--- config.mk ---
export PLATFORM = sky130hd
export DESIGN_NAME = cmpc_top
export DESIGN_NICKNAME = d
export VERILOG_FILES = /design/src/hw/cmpc_pkg.sv /design/src/hw/cmpc_sync.sv /design/src/hw/cmpc_top.sv
export SDC_FILE = /design/constraint.sdc
export NUM_CORES = 1
export LEC_CHECK = 0
export ABC_AREA = 1
export BUFFER_PORTS_ARGS = -buffer_cell sky130_fd_sc_hd__buf_4
export CAP_MARGIN = 20
export CORE_MARGIN = 2
export CORE_UTILIZATION = 35
export CTS_BUF_LIST = sky130_fd_sc_hd__clkbuf_4
export CTS_CLUSTER_DIAMETER = 50
export DETAILED_ROUTE_END_ITERATION = 10
export GPL_ROUTABILITY_DRIVEN = 0
export PLACE_DENSITY = 0.66
export SLEW_MARGIN = 25
export SYNTH_ARGS = -nofsm -noshare
export SYNTH_HDL_FRONTEND = slang
export SYNTH_SLANG_ARGS = --single-unit
export TNS_END_PERCENT = 20
--- constraint.sdc ---
create_clock -name clk -period 5.45 [get_ports clk]
set_input_delay 1.09 -clock clk [delete_from_list [all_inputs] [get_ports clk]]
set_output_delay 1.09 -clock clk [all_outputs]
set_load 0.005 [all_outputs]
--- src/hw/cmpc_pkg.sv ---
// Purpose: Shared constants and types for the comparator control block
// Assumes: 8-bit register port, one system clock
// Notes: Register offsets are byte addresses on the register port
//
// What this block does
// - Falling edge of comparator result sets the falling flag.
// - Rising edge of comparator result sets the rising flag.
// - Edge flags stay set until software writes them clear.
// - Rising and falling edges can each raise the interrupt.
// - Current result is readable any time via read-only bit.
// - Enable bit one switches comparator on, zero switches off.
// - Disabled comparator drives its pin outputs low.
// - Raw output is asynchronous and needs no clock.
// - Latched output is clock synchronous, selectable beside raw output.
// - First comparator has two-bit positive and negative input selects.
// - Second comparator has its own two-bit input selects.
// - Control bits 3-0 hold positive and negative hysteresis fields.
// - Per-comparator response mode field selects response time.
// - Only first comparator may act as a reset source.
package cmpc_pkg;
   localparam int unsigned CMPC_ADDR_W = 8;
   localparam int unsigned CMPC_DATA_W = 8;
   localparam logic [7:0] CMPC_CTRL0_OFF = 8'h9B;
   localparam logic [7:0] CMPC_MODE0_OFF = 8'h9D;
   localparam logic [7:0] CMPC_MUX0_OFF = 8'h9F;
   localparam logic [7:0] CMPC_CTRL1_OFF = 8'h9A;
   localparam logic [7:0] CMPC_MODE1_OFF = 8'h9C;
   localparam logic [7:0] CMPC_MUX1_OFF = 8'h9E;
   localparam logic [7:0] CMPC_IRQ_STAT_OFF = 8'hA0;
   localparam logic [7:0] CMPC_IRQ_MASK_OFF = 8'hA1;
   localparam logic [7:0] CMPC_RST_SRC_OFF = 8'hA2;
   localparam logic [7:0] CMPC_PIN_SEL_OFF = 8'hA3;
   localparam int unsigned CMPC_ON_BIT = 7;
   localparam int unsigned CMPC_RESULT_BIT = 6;
   localparam int unsigned CMPC_RISE_BIT = 5;
   localparam int unsigned CMPC_FALL_BIT = 4;
   localparam int unsigned CMPC_POS_HYST_LSB = 2;
   localparam int unsigned CMPC_NEG_HYST_LSB = 0;
   localparam int unsigned CMPC_MUX_POS_LSB = 0;
   localparam int unsigned CMPC_MUX_NEG_LSB = 4;
   localparam logic [7:0] CMPC_CTRL_RESET = 8'h00;
   localparam logic [1:0] CMPC_MODE_RESET = 2'h2;
   localparam logic [7:0] CMPC_MUX_RESET = 8'h00;
   localparam int unsigned CMPC_SYNC_STAGES = 2;

   typedef struct packed {
      logic wr;
      logic rd;
      logic [7:0] addr;
      logic [7:0] wdata;
   } cmpc_bus_t;

   typedef struct packed {
      logic on;
      logic [1:0] pos_hyst;
      logic [1:0] neg_hyst;
      logic [1:0] response;
      logic [1:0] pos_sel;
      logic [1:0] neg_sel;
   } cmpc_analog_t;
endpackage : cmpc_pkg

--- src/hw/cmpc_sync.sv ---
// Purpose: Two-flop synchroniser for one level
// Assumes: Input is asynchronous to clk
// Notes: First stage feeds only the second stage
module cmpc_sync
   import cmpc_pkg::*;
(
   // Clock and reset
   input wire logic clk,
   input wire logic reset,
   // Level
   input wire logic async_in,
   output logic sync_out
);
   logic meta;

   always_ff @(posedge clk or posedge reset)
   begin
      if (reset)
      begin
         meta <= 1'b0;
         sync_out <= 1'b0;
      end
      else
      begin
         meta <= async_in;
         sync_out <= meta;
      end
   end
endmodule : cmpc_sync

--- src/hw/cmpc_top.sv ---
// Purpose: Control, flags and output steering for two comparators
// Assumes: Analogue results arrive asynchronously on cmp_analog_res
// Notes: Raw and routed pin outputs are combinational gates, everything else clocked
//
// The address-and-strobe port was left to the implementer.
module cmpc_top
   import cmpc_pkg::*;
(
   // Clock and reset
   input wire logic clk,
   input wire logic reset,
   // Register port
   input wire cmpc_pkg::cmpc_bus_t bus,
   output logic [7:0] rdata,
   // Analogue core
   input wire logic [1:0] cmp_analog_res,
   output cmpc_pkg::cmpc_analog_t cmp0_analog,
   output cmpc_pkg::cmpc_analog_t cmp1_analog,
   // Pin outputs
   output logic cmp0_latched_out,
   output logic cmp1_latched_out,
   output logic cmp0_raw_out,
   output logic cmp1_raw_out,
   output logic cmp0_pin_out,
   output logic cmp1_pin_out,
   // System
   output logic irq,
   output logic cmp0_reset_req
);
   import cmpc_pkg::*;

   logic [1:0] on;
   logic [1:0][1:0] pos_hyst;
   logic [1:0][1:0] neg_hyst;
   logic [1:0][1:0] response;
   logic [1:0][1:0] pos_sel;
   logic [1:0][1:0] neg_sel;
   logic [1:0] result;
   logic [1:0] result_d;
   logic [1:0] rise_flag;
   logic [1:0] fall_flag;
   logic [3:0] irq_mask;
   logic rst_src_en;
   logic [1:0] pin_sel_raw;
   logic [1:0] rise_ev;
   logic [1:0] fall_ev;
   logic [1:0] result_valid;
   logic [3:0] stat;
   logic [7:0] next_rdata;

   // Synchroniser below is built for exactly two stages
   if (CMPC_SYNC_STAGES != 2)
   begin : g_bad_depth
      $error("synchroniser depth must be two");
   end

   // Raw path has no clock so it works in stop mode
   assign cmp0_raw_out = cmp_analog_res[0] & on[0];
   assign cmp1_raw_out = cmp_analog_res[1] & on[1];

   // Pin route picks raw or latched; the raw choice stays clock free
   assign cmp0_pin_out = on[0]
      & (pin_sel_raw[0] ? cmp_analog_res[0] : cmp0_latched_out);
   assign cmp1_pin_out = on[1]
      & (pin_sel_raw[1] ? cmp_analog_res[1] : cmp1_latched_out);

   genvar g;
   generate
      for (g = 0; g < 2; g++)
      begin : g_cmp
         logic [7:0] ctrl_off;
         logic [7:0] mode_off;
         logic [7:0] mux_off;
         logic ctrl_wr;
         assign ctrl_off = (g == 0) ? CMPC_CTRL0_OFF : CMPC_CTRL1_OFF;
         assign mode_off = (g == 0) ? CMPC_MODE0_OFF : CMPC_MODE1_OFF;
         assign mux_off = (g == 0) ? CMPC_MUX0_OFF : CMPC_MUX1_OFF;
         assign ctrl_wr = bus.wr && (bus.addr == ctrl_off);

         cmpc_sync u_sync
         (
            .clk(clk),
            .reset(reset),
            .async_in(cmp_analog_res[g]),
            .sync_out(result[g])
         );

         assign rise_ev[g] = on[g] & result_valid[g] & result[g] & ~result_d[g];
         assign fall_ev[g] = on[g] & result_valid[g] & ~result[g] & result_d[g];

         always_ff @(posedge clk or posedge reset)
         begin
            if (reset)
            begin
               result_d[g] <= 1'b0;
               result_valid[g] <= 1'b0;
            end
            else
            begin
               result_d[g] <= result[g];
               result_valid[g] <= on[g];
            end
         end

         // Control fields
         always_ff @(posedge clk or posedge reset)
         begin
            if (reset)
            begin
               on[g] <= CMPC_CTRL_RESET[CMPC_ON_BIT];
               pos_hyst[g] <= CMPC_CTRL_RESET[CMPC_POS_HYST_LSB +: 2];
               neg_hyst[g] <= CMPC_CTRL_RESET[CMPC_NEG_HYST_LSB +: 2];
            end
            else if (ctrl_wr)
            begin
               on[g] <= bus.wdata[CMPC_ON_BIT];
               pos_hyst[g] <= bus.wdata[CMPC_POS_HYST_LSB +: 2];
               neg_hyst[g] <= bus.wdata[CMPC_NEG_HYST_LSB +: 2];
            end
         end

         // Response and input select
         always_ff @(posedge clk or posedge reset)
         begin
            if (reset)
            begin
               response[g] <= CMPC_MODE_RESET;
               pos_sel[g] <= CMPC_MUX_RESET[CMPC_MUX_POS_LSB +: 2];
               neg_sel[g] <= CMPC_MUX_RESET[CMPC_MUX_NEG_LSB +: 2];
            end
            else
            begin
               if (bus.wr && bus.addr == mode_off)
               begin
                  response[g] <= bus.wdata[1:0];
               end
               if (bus.wr && bus.addr == mux_off)
               begin
                  pos_sel[g] <= bus.wdata[CMPC_MUX_POS_LSB +: 2];
                  neg_sel[g] <= bus.wdata[CMPC_MUX_NEG_LSB +: 2];
               end
            end
         end

         // Sticky flags, an edge beats a same-cycle clear
         always_ff @(posedge clk or posedge reset)
         begin
            if (reset)
            begin
               rise_flag[g] <= 1'b0;
               fall_flag[g] <= 1'b0;
            end
            else
            begin
               if (rise_ev[g])
               begin
                  rise_flag[g] <= 1'b1;
               end
               else if (ctrl_wr && !bus.wdata[CMPC_RISE_BIT])
               begin
                  rise_flag[g] <= 1'b0;
               end
               else if (bus.wr && bus.addr == CMPC_IRQ_STAT_OFF && bus.wdata[2*g])
               begin
                  rise_flag[g] <= 1'b0;
               end
               if (fall_ev[g])
               begin
                  fall_flag[g] <= 1'b1;
               end
               else if (ctrl_wr && !bus.wdata[CMPC_FALL_BIT])
               begin
                  fall_flag[g] <= 1'b0;
               end
               else if (bus.wr && bus.addr == CMPC_IRQ_STAT_OFF && bus.wdata[2*g+1])
               begin
                  fall_flag[g] <= 1'b0;
               end
            end
         end

         assign stat[2*g] = rise_flag[g];
         assign stat[2*g+1] = fall_flag[g];
      end
   endgenerate

   // Mask, reset source and pin select registers
   always_ff @(posedge clk or posedge reset)
   begin
      if (reset)
      begin
         irq_mask <= 4'h0;
         rst_src_en <= 1'b0;
         pin_sel_raw <= 2'h0;
      end
      else
      begin
         if (bus.wr && bus.addr == CMPC_IRQ_MASK_OFF)
         begin
            irq_mask <= bus.wdata[3:0];
         end
         if (bus.wr && bus.addr == CMPC_RST_SRC_OFF)
         begin
            rst_src_en <= bus.wdata[0];
         end
         if (bus.wr && bus.addr == CMPC_PIN_SEL_OFF)
         begin
            pin_sel_raw <= bus.wdata[1:0];
         end
      end
   end

   // Registered outputs
   always_ff @(posedge clk or posedge reset)
   begin
      if (reset)
      begin
         irq <= 1'b0;
         cmp0_latched_out <= 1'b0;
         cmp1_latched_out <= 1'b0;
         cmp0_reset_req <= 1'b0;
         cmp0_analog <= '0;
         cmp1_analog <= '0;
      end
      else
      begin
         irq <= |(stat & irq_mask);
         cmp0_latched_out <= result[0] & on[0];
         cmp1_latched_out <= result[1] & on[1];
         // Reset fires when the negative input wins
         cmp0_reset_req <= rst_src_en & on[0] & result_valid[0] & ~result[0];
         cmp0_analog <= {on[0], pos_hyst[0], neg_hyst[0], response[0], pos_sel[0], neg_sel[0]};
         cmp1_analog <= {on[1], pos_hyst[1], neg_hyst[1], response[1], pos_sel[1], neg_sel[1]};
      end
   end

   // Read mux
   always_comb
   begin
      next_rdata = 8'h00;
      if (bus.addr == CMPC_CTRL0_OFF)
      begin
         next_rdata = {on[0], result[0], rise_flag[0], fall_flag[0], pos_hyst[0], neg_hyst[0]};
      end
      else if (bus.addr == CMPC_CTRL1_OFF)
      begin
         next_rdata = {on[1], result[1], rise_flag[1], fall_flag[1], pos_hyst[1], neg_hyst[1]};
      end
      else if (bus.addr == CMPC_MODE0_OFF)
      begin
         next_rdata = {6'h00, response[0]};
      end
      else if (bus.addr == CMPC_MODE1_OFF)
      begin
         next_rdata = {6'h00, response[1]};
      end
      else if (bus.addr == CMPC_MUX0_OFF)
      begin
         next_rdata = {2'h0, neg_sel[0], 2'h0, pos_sel[0]};
      end
      else if (bus.addr == CMPC_MUX1_OFF)
      begin
         next_rdata = {2'h0, neg_sel[1], 2'h0, pos_sel[1]};
      end
      else if (bus.addr == CMPC_IRQ_STAT_OFF)
      begin
         next_rdata = {4'h0, stat};
      end
      else if (bus.addr == CMPC_IRQ_MASK_OFF)
      begin
         next_rdata = {4'h0, irq_mask};
      end
      else if (bus.addr == CMPC_RST_SRC_OFF)
      begin
         next_rdata = {7'h00, rst_src_en};
      end
      else if (bus.addr == CMPC_PIN_SEL_OFF)
      begin
         next_rdata = {6'h00, pin_sel_raw};
      end
   end

   always_ff @(posedge clk or posedge reset)
   begin
      if (reset)
      begin
         rdata <= 8'h00;
      end
      else if (bus.rd)
      begin
         rdata <= next_rdata;
      end
      else
      begin
         rdata <= 8'h00;
      end
   end

   // Checks
   rise_sets_a: assert property (@(posedge clk) disable iff (reset)
      rise_ev[0] |=> rise_flag[0]) else $error("rise edge did not set flag");
   fall_sets_a: assert property (@(posedge clk) disable iff (reset)
      fall_ev[1] |=> fall_flag[1]) else $error("fall edge did not set flag");
   flag_sticky_a: assert property (@(posedge clk) disable iff (reset)
      (rise_flag[0] && !bus.wr) |=> rise_flag[0]) else $error("rise flag dropped");
   irq_level_a: assert property (@(posedge clk) disable iff (reset)
      (|(stat & irq_mask)) |=> irq) else $error("irq missing");
   off_low_a: assert property (@(posedge clk) disable iff (reset)
      !on[0] |=> !cmp0_latched_out) else $error("disabled output not low");
   raw_gate_a: assert property (@(posedge clk) disable iff (reset)
      !on[1] |-> !cmp1_raw_out) else $error("raw output not gated");
   sync_delay_a: assert property (@(posedge clk) disable iff (reset)
      on[0] && $past(on[0], 3) |-> result[0] == $past(cmp_analog_res[0], 2))
      else $error("sync depth wrong");
   enable_write_a: assert property (@(posedge clk) disable iff (reset)
      (bus.wr && bus.addr == CMPC_CTRL0_OFF) |=> on[0] == $past(bus.wdata[7]))
      else $error("enable write lost");
   read_result_a: assert property (@(posedge clk) disable iff (reset)
      (bus.rd && bus.addr == CMPC_CTRL0_OFF) |=> rdata[6] == $past(result[0]))
      else $error("result readback wrong");
   reset_only0_a: assert property (@(posedge clk) disable iff (reset)
      cmp0_reset_req |-> $past(rst_src_en)) else $error("reset without enable");
   fall0_sets_a: assert property (@(posedge clk) disable iff (reset)
      fall_ev[0] |=> fall_flag[0]) else $error("falling edge did not set flag");
   rise1_sets_a: assert property (@(posedge clk) disable iff (reset)
      rise_ev[1] |=> rise_flag[1]) else $error("rising edge did not set flag");
   stat_clear_a: assert property (@(posedge clk) disable iff (reset)
      (bus.wr && bus.addr == CMPC_IRQ_STAT_OFF && bus.wdata[0] && !rise_ev[0])
      |=> !rise_flag[0]) else $error("rise flag not cleared");
   irq_clear_a: assert property (@(posedge clk) disable iff (reset)
      !(|(stat & irq_mask)) |=> !irq) else $error("irq stuck high");
   pin_off_a: assert property (@(posedge clk) disable iff (reset)
      !on[1] |-> !cmp1_pin_out) else $error("disabled pin output not low");
   latch_follow_a: assert property (@(posedge clk) disable iff (reset)
      on[1] |=> cmp1_latched_out == $past(result[1])) else $error("latched output lags");
   reset_fires_a: assert property (@(posedge clk) disable iff (reset)
      (rst_src_en && on[0] && result_valid[0] && !result[0]) |=> cmp0_reset_req)
      else $error("reset request missing");
   mode_write_a: assert property (@(posedge clk) disable iff (reset)
      (bus.wr && bus.addr == CMPC_MODE1_OFF) |=> response[1] == $past(bus.wdata[1:0]))
      else $error("response write lost");
   mux_write_a: assert property (@(posedge clk) disable iff (reset)
      (bus.wr && bus.addr == CMPC_MUX0_OFF) |=> pos_sel[0] == $past(bus.wdata[1:0]))
      else $error("input select write lost");
   rise_c: cover property (@(posedge clk) disable iff (reset) rise_ev[0]);
   fall_c: cover property (@(posedge clk) disable iff (reset) fall_ev[1]);
   irq_c: cover property (@(posedge clk) disable iff (reset) irq);
   rst_c: cover property (@(posedge clk) disable iff (reset) cmp0_reset_req);
   pin_raw_c: cover property (@(posedge clk) disable iff (reset) pin_sel_raw[1] && cmp1_pin_out);
endmodule : cmpc_top

# ---- Word level (Yosys, flattened, before mapping)
# Cells that the tools add are included.
dict set report totals {
  reg_bits 73
  latch_bits 0
  mem_bits_rw 0
  mem_bits_ro 0
  inputBits 22
  out_inout_bits 38
  elab_cells 126
  mem_count 0
}
dict set report classes {
  n_addsub 0
  n_mul 0
  div 0
  order_cmp 0
  eq_ne 10
  n_shift 0
  mux 25
  bitwise_logic 24
  reduce_logical 25
}
# cell n
set ops {}
lappend ops {{$eq 8x8->1 const B} 10}
lappend ops {{$mux 6} 4}
lappend ops {{$mux 8} 3}
lappend ops {{$and 1x1->1} 19}
lappend ops {{$logic_and 1x1->1} 18}
lappend ops {{$mux 1} 14}
lappend ops {{$reduce_bool 3->1} 4}
lappend ops {{$mux 4} 2}
lappend ops {{$and 4x4->4} 1}
lappend ops {{$mux 2} 2}
lappend ops {{$not 1->1} 4}
lappend ops {{$reduce_or 4->1} 1}
lappend ops {{$logic_not 1->1} 2}

# ---- Longest topological paths before layout
# Gate-level depths: netlist (run 1).
dict set report depth {
  word_depth 12
  ltp_mapped 12
  ltp_nobuf 12
}

# ---- By module
# From an unflattened synthesis (run 1), not the netlist that was laid out.
dict set report hier_totals {
  hier_cells 296
  hier_area_um2 2895.3
}
# module n_inst cells_per_inst area_each_um2 seq_area_each_um2
set modules_own_cells {}
lappend modules_own_cells {cmpc_top 1 290 2787.7 1729.2}
lappend modules_own_cells {cmpc_sync 2 3 53.8 50.0}

# ---- Worst setup path before layout (run 1)
# OpenSTA, ideal clock, no wires.
dict set report synth_path {
  path_kind {input-to-output}
  from {input cmp_analog_res[0]}
  to {output cmp0_pin_out}
  arrival_ps 1261
  required_ps 4360
  path_slack_ps 3099
  path_stages 2
  n_path_buf 0
  cell_sequence {inv_1 > a21oi_1}
}
dict set report synth_via {
  elab_chain_cells 2
}
# element line_no
set synth_lines {}
lappend synth_lines {{start: declaration} cmpc_top.sv:16} ;# input wire logic [1:0] cmp_analog_res,
lappend synth_lines {{$mux 1} cmpc_top.sv:63} ;# & (pin_sel_raw[0] ? cmp_analog_res[0] : cmp0_latched_out);
lappend synth_lines {{$and 1x1->1} cmpc_top.sv:63}
lappend synth_lines {{end: declaration} cmpc_top.sv:24} ;# output logic cmp0_pin_out,
# Every way passes these cells.

# ---- Final worst setup path (run 1)
# Same ends and word-level chain as after synthesis.

==> run_results.csv, run 1 <==
group,metric,value,unit
power_and_ir_drop,switching_power,0.0002370,W
floorplanning,dieArea,0.009314,mm^2
clock_tree,clock-root-buffer,"clkbuf_4",
run_status,status,"finished, final reports clean",
sta,drv_slew,0,
logic_synthesis,synth_area_per_cell,9.985,um^2
sta,hold_viol,0,
floorplanning,start_util,36.27,%
hold_path,hold-path-endpoint,"g_cmp[1].u_sync.sync_out",
power_and_ir_drop,pwr-share-comb,8.6,%
logic_synthesis,ys_warn_count,0,
sta,period_share,46.90,%
worst_setup_path,arrival,1470,ps
power_and_ir_drop,p_int,0.0007064,W
global_routing,grt_max_degree,74,
power_and_ir_drop,clkPwrFrac,29.7,%
sta,finalSetupViolCount,0,
logic_synthesis,yosys.area.top_type,"dfrtp_1",
global_routing,grt_pass1_vias,2047,
sta,min_period,2556,ps
drt,drtIter0Drc,200,
final_layout,area_delta_synth_final,20.93,%
clock_tree,clk_latency,410,ps
worst_setup_path,critPathMaxFanout,3,
clock_tree,cts_buffer_depth,2,
sta,slew-limit-headroom,41.00,%
final_layout,n_antenna_cell,0,
placed_design,port_buffers,58,
worst_setup_path,reg2reg_slack,4230,ps
power_and_ir_drop,p_seq_share,61.7,%
sta,rsz0062_at_grt,"false",
logic_synthesis,ys_ff_latch,73,
worst_setup_path,cp-start-kind,"primary input",
logic_synthesis,netlist-cell-type-count,33,
drt,drc_errors,0,
logic_synthesis,netlist_area,0.002995,mm^2
clock_tree,clock_sinks,73,
sta,fmax,391.2,MHz
logic_synthesis,seq_area_frac_synth,61.07,%
logic_synthesis,synthFlopType,"dfrtp_1",
hold_path,worst_hold_path_type,"reg -> reg",
final_layout,fin_util,43.86,%
power_and_ir_drop,switching_share,25.12,%
drt,dr.pass1.iters,5,
floorplanning,die_w,96.51,um
drt,routedWlPerCell,13.25,um
final_layout,layout_common_cells,"dfrtp_1, nand2_1, buf_4",
floorplanning,die-height,96.51,um
clock_tree,tritoncts,"done",
drt,wl,6279,um
global_routing,grt_pass1_wl,10180,um
power_and_ir_drop,max-vdd-ir-drop,0.1249,mV
final_layout,drive_gt1_share,27.37,%
floorplanning,core,0.008258,mm^2
clock_tree,cts_resized,0,
global_routing,grt-ovfl-total,0,
run,max_cap_violations,0,
logic_synthesis,synthTopCellsByArea,"dfrtp_1, nand2_1, o21ai_0, inv_1, nand3_1",
drt,vias,2226,
sta,finalSetupTns,0,ps
hold_path,worstHoldPathCells,0,
clock_tree,hold_buffers,0,
logic_synthesis,synth-edff-count,0,
global_routing,track_usage,14.70,%
floorplanning,num_rows,33,
worst_setup_path,reg2reg_to,"rdata[0]",
floorplanning,ios,60,
worst_setup_path,crit_type,"in -> out",
drt,drtAntennaViolNets,0,
final_layout,fin_nets,386,
power_and_ir_drop,p_per_area,260.5,mW/mm^2
worst_setup_path,crit_required,4360,ps
hold_path,hp-start,"g_cmp[1].u_sync.meta",
placed_design,dp_hpwl,4579,um
worst_setup_path,end_kind,"output pin",
logic_synthesis,synthArstFlopShare,100.0,%
sta,tightest_slew,885.0,ps
sta,skew,11.72,ps
power_and_ir_drop,leakagePower,1.860,nW
logic_synthesis,netlist_instances,300,
clock_tree,cts.clk_slew.worst_paths,110,ps
final_layout,final_common_cell,"dfrtp_1",
worst_setup_path,reg2regPathDepth,8,
final_layout,fillCellCount,809,
clock_tree,h-tree-depth,3,
clock_tree,cts_buffers,9,
worst_setup_path,r2r_start,"pin_sel_raw[0]",
drt,vias_per_cell,4.696,
logic_synthesis,syn-num-nets,322,
clock_tree,post_cts_buffers,0,
global_routing,antenna_found_initial,0,
logic_synthesis,synthDominantCellAreaShare,59.31,%
==> synth_stat cells (3+ instances only) <==
master,count
a21oi_1,10
buf_6,4
dfrtp_1,71
inv_1,39
nand2_1,60
nand2_2,4
nand3_1,19
nand4_1,4
nor2_1,12
o21ai_0,32
o21ai_1,4
o21ai_2,9
o221ai_1,3
o22ai_1,3
==> cells by family after synthesis <==
kind of cell	count (synthesis)	synth area share, %
AND/OR/NAND/NOR	111	18.09
flip-flops	73	61.07
AO/OA/AOI/OAI	67	13.33
buffers and inverters	49	7.518
==> per-stage QoR <==
step | hold WS [ps] | area [um^2] | std cells | worst slack (ps) | power [W]
global route | 379.9 | 3622 | 474 | 2840 | 0.0009941
detailed placement | 336.2 | 3512 | 458 | 2805 | 0.0006761
global placement | 333.1 | 3512 | 458 | 2829 | 0.0006732
floorplan | 331.2 | 2995 | 300 | 2510 | 0.0006328
CTS | 362.5 | 3622 | 474 | 2888 | 0.0009544
finish | 359.3 | 3622 | 474 | 2894 | 0.0009435
==> layer usage <==
metal / vias up / global-route usage [%] / part of all wire (%)
met3: 11 / 5.043 / 4.8
met4: 0 / 4.225 / 1.2
li1: 1115 / - / -
met1: 1054 / 20.11 / 47
met2: 46 / 22.28 / 47
met5: - / 0 / 0
==> registers in the layout, indices dropped and copies added, names as in the netlist, 4 cells and up <==
| name | count |
|---|---|
| cmp1_analog | 11 |
| pos_sel | 4 |
| neg_hyst | 4 |
| irq_mask | 4 |
| neg_sel | 4 |
| cmp0_analog | 11 |
| response | 4 |
| pos_hyst | 4 |
| rdata | 8 |
==> cell type report <==
type | instances | area (um^2) | share of cell area, %
clock inverters | 4 | 20.02 | 0.5527
inverters | 43 | 167.7 | 4.629
multi-input cells | 178 | 940.9 | 25.98
clock buffers | 12 | 90.09 | 2.487
well taps | 105 | 131.4 | 3.627
flip-flops and latches | 73 | 1829 | 50.50
repair buffers | 59 | 442.9 | 12.23
==> power by group through the flow <==
stage / logic (W) / registers, W / clock network (W)
floorplan: 0.0000432 / 0.000590 / 0
global placement: 0.0000803 / 0.000593 / 0
detailed placement: 0.0000826 / 0.000593 / 0
CTS: 0.0000827 / 0.000583 / 0.000289
global route: 0.0000915 / 0.000586 / 0.000317
finish: 0.0000808 / 0.000583 / 0.000280
==> worst max-delay path by stage <==
stage | end | cells past startpoint | startpoint | slack [ps]
global route | cmp0_pin_out | 4 | cmp_analog_res[0] | 2840
finish | cmp0_pin_out | 4 | cmp_analog_res[0] | 2890
global placement | rdata[0] | 12 | bus[12] | 2830
detailed placement | rise_flag[0] | 7 | bus[12] | 2800
floorplan | cmp0_analog[0] | 1 | reset | 2510
CTS | cmp0_pin_out | 4 | cmp_analog_res[0] | 2890
==> critical path, cell delays in order <==
cell and delay (ps):
buf_4 90, inv_1 30, a21oi_1 130, buf_4 130
(Power assumes the default switching activity.)
==> run 2, diff against run 1 <==
- PLACE_DENSITY: 0.66 -> 0.68
- clock period: 5.45 -> 2.1 ns (I/O delays scaled with it)
==> run 2 against run 1 <==
  * Sequential share of layout area down 1.3 points
  * Flip-flop and latch count unchanged
  * Final area up 2.7%
  * Clock skew down 0.65 ps
  * Critical endpoint unchanged
  * Highest routed layer unchanged
==> run_results.csv, run 2 (same netlist as run 1, synthesis figures left out) <==
group,metric,value,unit
final_layout,n_antenna_cell,0,
floorplanning,core,0.008258,mm^2
power_and_ir_drop,max-vdd-ir-drop,0.3473,mV
clock_tree,h-tree-depth,3,
worst_setup_path,critPathMaxFanout,7,
worst_setup_path,crit_type,"reg -> out",
sta,drv_slew,0,
drt,wl,6373,um
run_status,status,"finished, final reports clean",
clock_tree,cts_resized,0,
floorplanning,dieArea,0.009314,mm^2
power_and_ir_drop,p_per_area,758.9,mW/mm^2
floorplanning,die_w,96.51,um
sta,skew,11.07,ps
worst_setup_path,end_kind,"output pin",
drt,vias_per_cell,4.806,
drt,drtIter0Drc,156,
drt,vias,2283,
drt,drtAntennaViolNets,0,
floorplanning,start_util,36.27,%
placed_design,dp_hpwl,4573,um
final_layout,largestRegisters,"cmp0_analog (11), cmp1_analog (11), rdata (8)",
clock_tree,cts.clk_slew.worst_paths,120,ps
floorplanning,ios,60,
clock_tree,clk_latency,430,ps
clock_tree,clock-root-buffer,"clkbuf_4",
sta,layout_setup_ws,342.3,ps
drt,drc_errors,0,
run,max_cap_violations,0,
clock_tree,cts_buffers,9,
worst_setup_path,arrival,1340,ps
global_routing,grt_pass1_wl,10580,um
floorplanning,num_rows,33,
clock_tree,tritoncts,"done",
worst_setup_path,cp_cell_sequence,"o21ai_0 -> a21oi_1 -> buf_4",
worst_setup_path,crit_required,1680,ps
clock_tree,hold_buffers,0,
final_layout,final_common_cell,"dfrtp_1",
final_layout,area_delta_synth_final,24.19,%
sta,finalSetupTns,0,ps
floorplanning,die-height,96.51,um
clock_tree,cts_buffer_depth,2,
sta,hold_viol,0,
clock_tree,clock_sinks,73,
drt,routedWlPerCell,13.42,um
worst_setup_path,cp-start-kind,"register",
worst_setup_path,critPathMaxStageDelay,500,ps
global_routing,grt_pass1_vias,2129,
placed_design,port_buffers,58,
sta,slew-limit-headroom,71.10,%
sta,period_share,83.70,%
final_layout,fin_nets,387,
global_routing,antenna_found_initial,0,
sta,finalSetupViolCount,0,
global_routing,grt_max_degree,74,
final_layout,drive_gt1_share,28.11,%
placed_design,place_ws,286.3,ps
global_routing,track_usage,15.28,%
sta,rsz0062_at_grt,"false",
power_and_ir_drop,leakagePower,1.899,nW
final_layout,layout_common_cells,"dfrtp_1, nand2_1, buf_4",
hold_path,worst_hold_path_type,"in -> async",
sta,fmax,568.9,MHz
sta,tightest_slew,433.0,ps
sta,min_period,1758,ps
worst_setup_path,worst_path_max_delay_cell,"dfrtp_1",
drt,dr.pass1.iters,4,
global_routing,grt-ovfl-total,0,
clock_tree,post_cts_buffers,0,
run 2: worst paths after layout:
kind,cells past startpoint,startpoint,end,slack (ps)
min reg2reg,0,g_cmp[0].u_sync.meta,g_cmp[0].u_sync.sync_out,360
min,3,reset,cmp1_analog[3],70
min in group clk,1,cmp_analog_res[0],g_cmp[0].u_sync.meta,100
max in group asynchronous,3,reset,response[1],1700
max reg2reg,8,pin_sel_raw[0],rdata[0],910
max,3,on[0],cmp0_pin_out,340
run 2: metal layers:
| metal | up-vias | GRT usage (%) | wire (um) |
|---|---|---|---|
| li1 | 1113 | - | - |
| met1 | 1094 | 21.18 | 2878 |
| met2 | 62 | 22.97 | 2978 |
| met3 | 14 | 3.258 | 387 |
| met4 | 0 | 7.042 | 128 |
| met5 | - | 0 | 0 |
run 2: layout make-up:
cell class              instances  area (um^2)
flip-flops and latches         73         1829
fillers                       804         4538
well taps                     105        131.4
clock buffers                   9        67.56
inverters                      43        171.4
repair buffers                 60        462.9
multi-input cells             178        940.9
clock inverters                 7        116.4
run 2: report_power, final:
group,switching (W),leakage [nW],internal (W)
logic,0.000121,0.833,0.0000928
clock network,0.000494,0.0963,0.000602
registers,0.0000435,0.971,0.00147
total,0.000659,1.90,0.00216
run 2: per-stage QoR:
step                hold slack, ps  power, W  util (%)  cell area (um^2)  std cells
global route                 79.72  0.002946     45.05              3720        475
CTS                          80.68  0.002855     45.05              3720        475
global placement             331.5  0.001751     42.82              3536        459
detailed placement           334.7  0.001760     42.82              3536        459
finish                       65.87  0.002823     45.05              3720        475
floorplan                    331.2  0.001643         -              2999        300
run 2: critical path, delay by kind of cell, from the launching register on:
kind            cells  cell delay [ps]
buf+inv             1              130
flops               1              500
compound gates      2              280
==> run 3, diff against run 2 <==
- clock period: 2.1 -> 1.55 ns (I/O delays scaled with it)
==> run 3 against run 2 <==
  * Register-to-register slack got worse by 650 ps
  * Clock power shrank 13%
  * Combinational power up 45%
  * Final cell count rose by 2.5%
  * Wire length grew 0.91%
  * Sequential power up 36%
  * Critical endpoint is now cmp1_pin_out
  * Utilization rose by 0.59 points
  * Clock skew is 3.8 ps higher
  * Sequential share of layout area decreased by 0.54 points
  * Non-clock buffer count rose by 13
  * Clock-buffer cell count increased by 2
  * Highest routed layer unchanged
==> run_results.csv, run 3 (same netlist as run 1, synthesis figures left out) <==
group,metric,value,unit
run_status,status,"finished, final reports clean",
sta,holdWs,170.9,ps
final_layout,fin_area,0.003769,mm^2
worst_setup_path,end_kind,"output pin",
floorplanning,ios,60,
floorplanning,die_w,96.51,um
sta,period_share,96.19,%
power_and_ir_drop,p_int,0.002480,W
final_layout,fin_cells,487,
hold_path,worst_hold_path_type,"in -> reg",
floorplanning,core,0.008258,mm^2
sta,tightest_slew,385.3,ps
drt,drtAntennaViolNets,0,
final_layout,fin_nets,400,
worst_setup_path,r2r_start,"pin_sel_raw[0]",
final_layout,layout_common_cells,"dfrtp_1, buf_4, nand2_1",
final_layout,largestRegisters,"cmp0_analog (11), cmp1_analog (11), rdata (8)",
drt,drc_errors,0,
floorplanning,die-height,96.51,um
clock_tree,tritoncts,"done",
power_and_ir_drop,switching_power,0.0008370,W
power_and_ir_drop,pwr-share-comb,9.4,%
power_and_ir_drop,leakagePower,1.927,nW
worst_setup_path,cp-start-kind,"register",
hold_path,hp-start,"bus[7]",
final_layout,drive_gt1_share,30.37,%
floorplanning,start_util,36.27,%
placed_design,port_buffers,58,
worst_setup_path,arrival,1180,ps
worst_setup_path,reg2regPathDepth,9,
global_routing,grt_pass1_vias,2230,
sta,drv_slew,0,
power_and_ir_drop,max-vdd-ir-drop,0.3418,mV
power_and_ir_drop,p_per_area,880.0,mW/mm^2
worst_setup_path,crit_path_start,"on[1]",
sta,fmax,670.7,MHz
clock_tree,clock_sinks,73,
placed_design,dp_cells,465,
drt,vias_per_cell,4.694,
global_routing,track_usage,15.32,%
worst_setup_path,crit_type,"reg -> out",
drt,routedWlPerCell,13.21,um
sta,skew,14.83,ps
sta,rsz0062_at_grt,"true",
floorplanning,dieArea,0.009314,mm^2
final_layout,fillCellCount,844,
clock_tree,clk_latency,420,ps
drt,dr.pass1.iters,4,
power_and_ir_drop,clkPwrFrac,28.8,%
global_routing,grt-ovfl-total,0,
final_layout,n_antenna_cell,0,
clock_tree,clock-root-buffer,"clkbuf_4",
power_and_ir_drop,totalPowerFinal,0.003317,W
run,max_cap_violations,0,
drt,wl,6431,um
global_routing,antenna_found_initial,0,
drt,drtIter0Drc,203,
drt,vias,2286,
clock_tree,h-tree-depth,3,
power_and_ir_drop,p_seq_share,61.8,%
worst_setup_path,reg2reg_slack,260,ps
final_layout,area_delta_synth_final,25.81,%
clock_tree,cts.clk_slew.worst_paths,100,ps
worst_setup_path,cp-endpoint,"cmp1_pin_out",
worst_setup_path,crit_required,1240,ps
placed_design,place_area,0.003593,mm^2
power_and_ir_drop,switching_share,25.24,%
clock_tree,cts_buffer_depth,2,
placed_design,dp_hpwl,4591,um
sta,slew-limit-headroom,74.28,%
global_routing,grt_max_degree,74,
sta,hold_viol,0,
final_layout,fin_util,45.64,%
worst_setup_path,critPathMaxFanout,6,
sta,finalSetupViolCount,0,
global_routing,grt_pass1_wl,10550,um
worst_setup_path,reg2reg_to,"rdata[0]",
sta,min_period,1491,ps
floorplanning,num_rows,33,
clock_tree,cts_buffers,9,
-- run 3: changes by cell type in the layout (fill, tap and decap cells not counted), sizes merged --
cell / before / now
clkinv: 3 / 5
clkinvlp: 2 / 1
dlygate4sd3: 0 / 3
inv: 42 / 41
bufinv: 3 / 0
clkbuf: 9 / 11
buf: 60 / 70
-- run 3: worst min path at each step --
stage,to,slack [ps],cells past startpoint
after floorplan,g_cmp[0].u_sync.sync_out,330,0
after global placement,g_cmp[0].u_sync.sync_out,330,0
after global routing,on[0],160,3
after CTS,on[1],150,3
after detailed placement,g_cmp[1].u_sync.sync_out,340,0
final,on[1],170,3
-- run 3: final cells by class --
class	instances	area, um^2	area share (%)
Clock buffer	11	82.58	2.191
Tap cell	105	131.4	3.486
Clock inverter	4	21.27	0.5644
Sequential cell	73	1833	48.64
Timing Repair Buffer	73	580.6	15.41
Multi-Input combinational cell	178	948.4	25.17
Inverter	43	171.4	4.548
-- run 3: worst max-delay path, stage by stage, from the launching register on --
cell and delay (ps):
dfrtp_2 430, o21ai_1 80, a21oi_1 130, buf_4 130
-- run 3: what timing repair did --
action,in CTS,in global routing
gates resized for setup,3,4
hold buffers,3,0
buffers inserted,2,2
setup endpoints to repair,2,2
hold endpoints to repair,73,0
pin swaps,0,1
-- run 3: layer usage --
metal	track usage, %	vias to the layer above	share of wire [%]
li1	-	1139	-
met1	20.48	1083	45
met2	23.38	53	48
met3	3.336	11	5.0
met4	8.099	0	2.2
met5	0	-	0
-- run 3: through the flow --
| step | TNS [ps] | setup slack, ps |
|---|---|---|
| 6_report | 0 | 59.01 |
| 5_1_grt | -9.745 | -9.745 |
| 4_1_cts | 0 | 17.48 |
| 3_5_place_dp | -237.0 | -41.90 |
| 3_3_place_gp | -29.52 | -11.31 |
| 2_1_floorplan | 0 | 231.9 |
-- run 3: power by group through the flow --
stage,clock [W],sequential [W],combinational (W)
after floorplan,0,0.00207,0.000152
after global placement,0,0.00209,0.000292
after detailed placement,0,0.00209,0.000299
after CTS,0.000997,0.00205,0.000312
after global routing,0.00107,0.00206,0.000350
final,0.000956,0.00205,0.000311
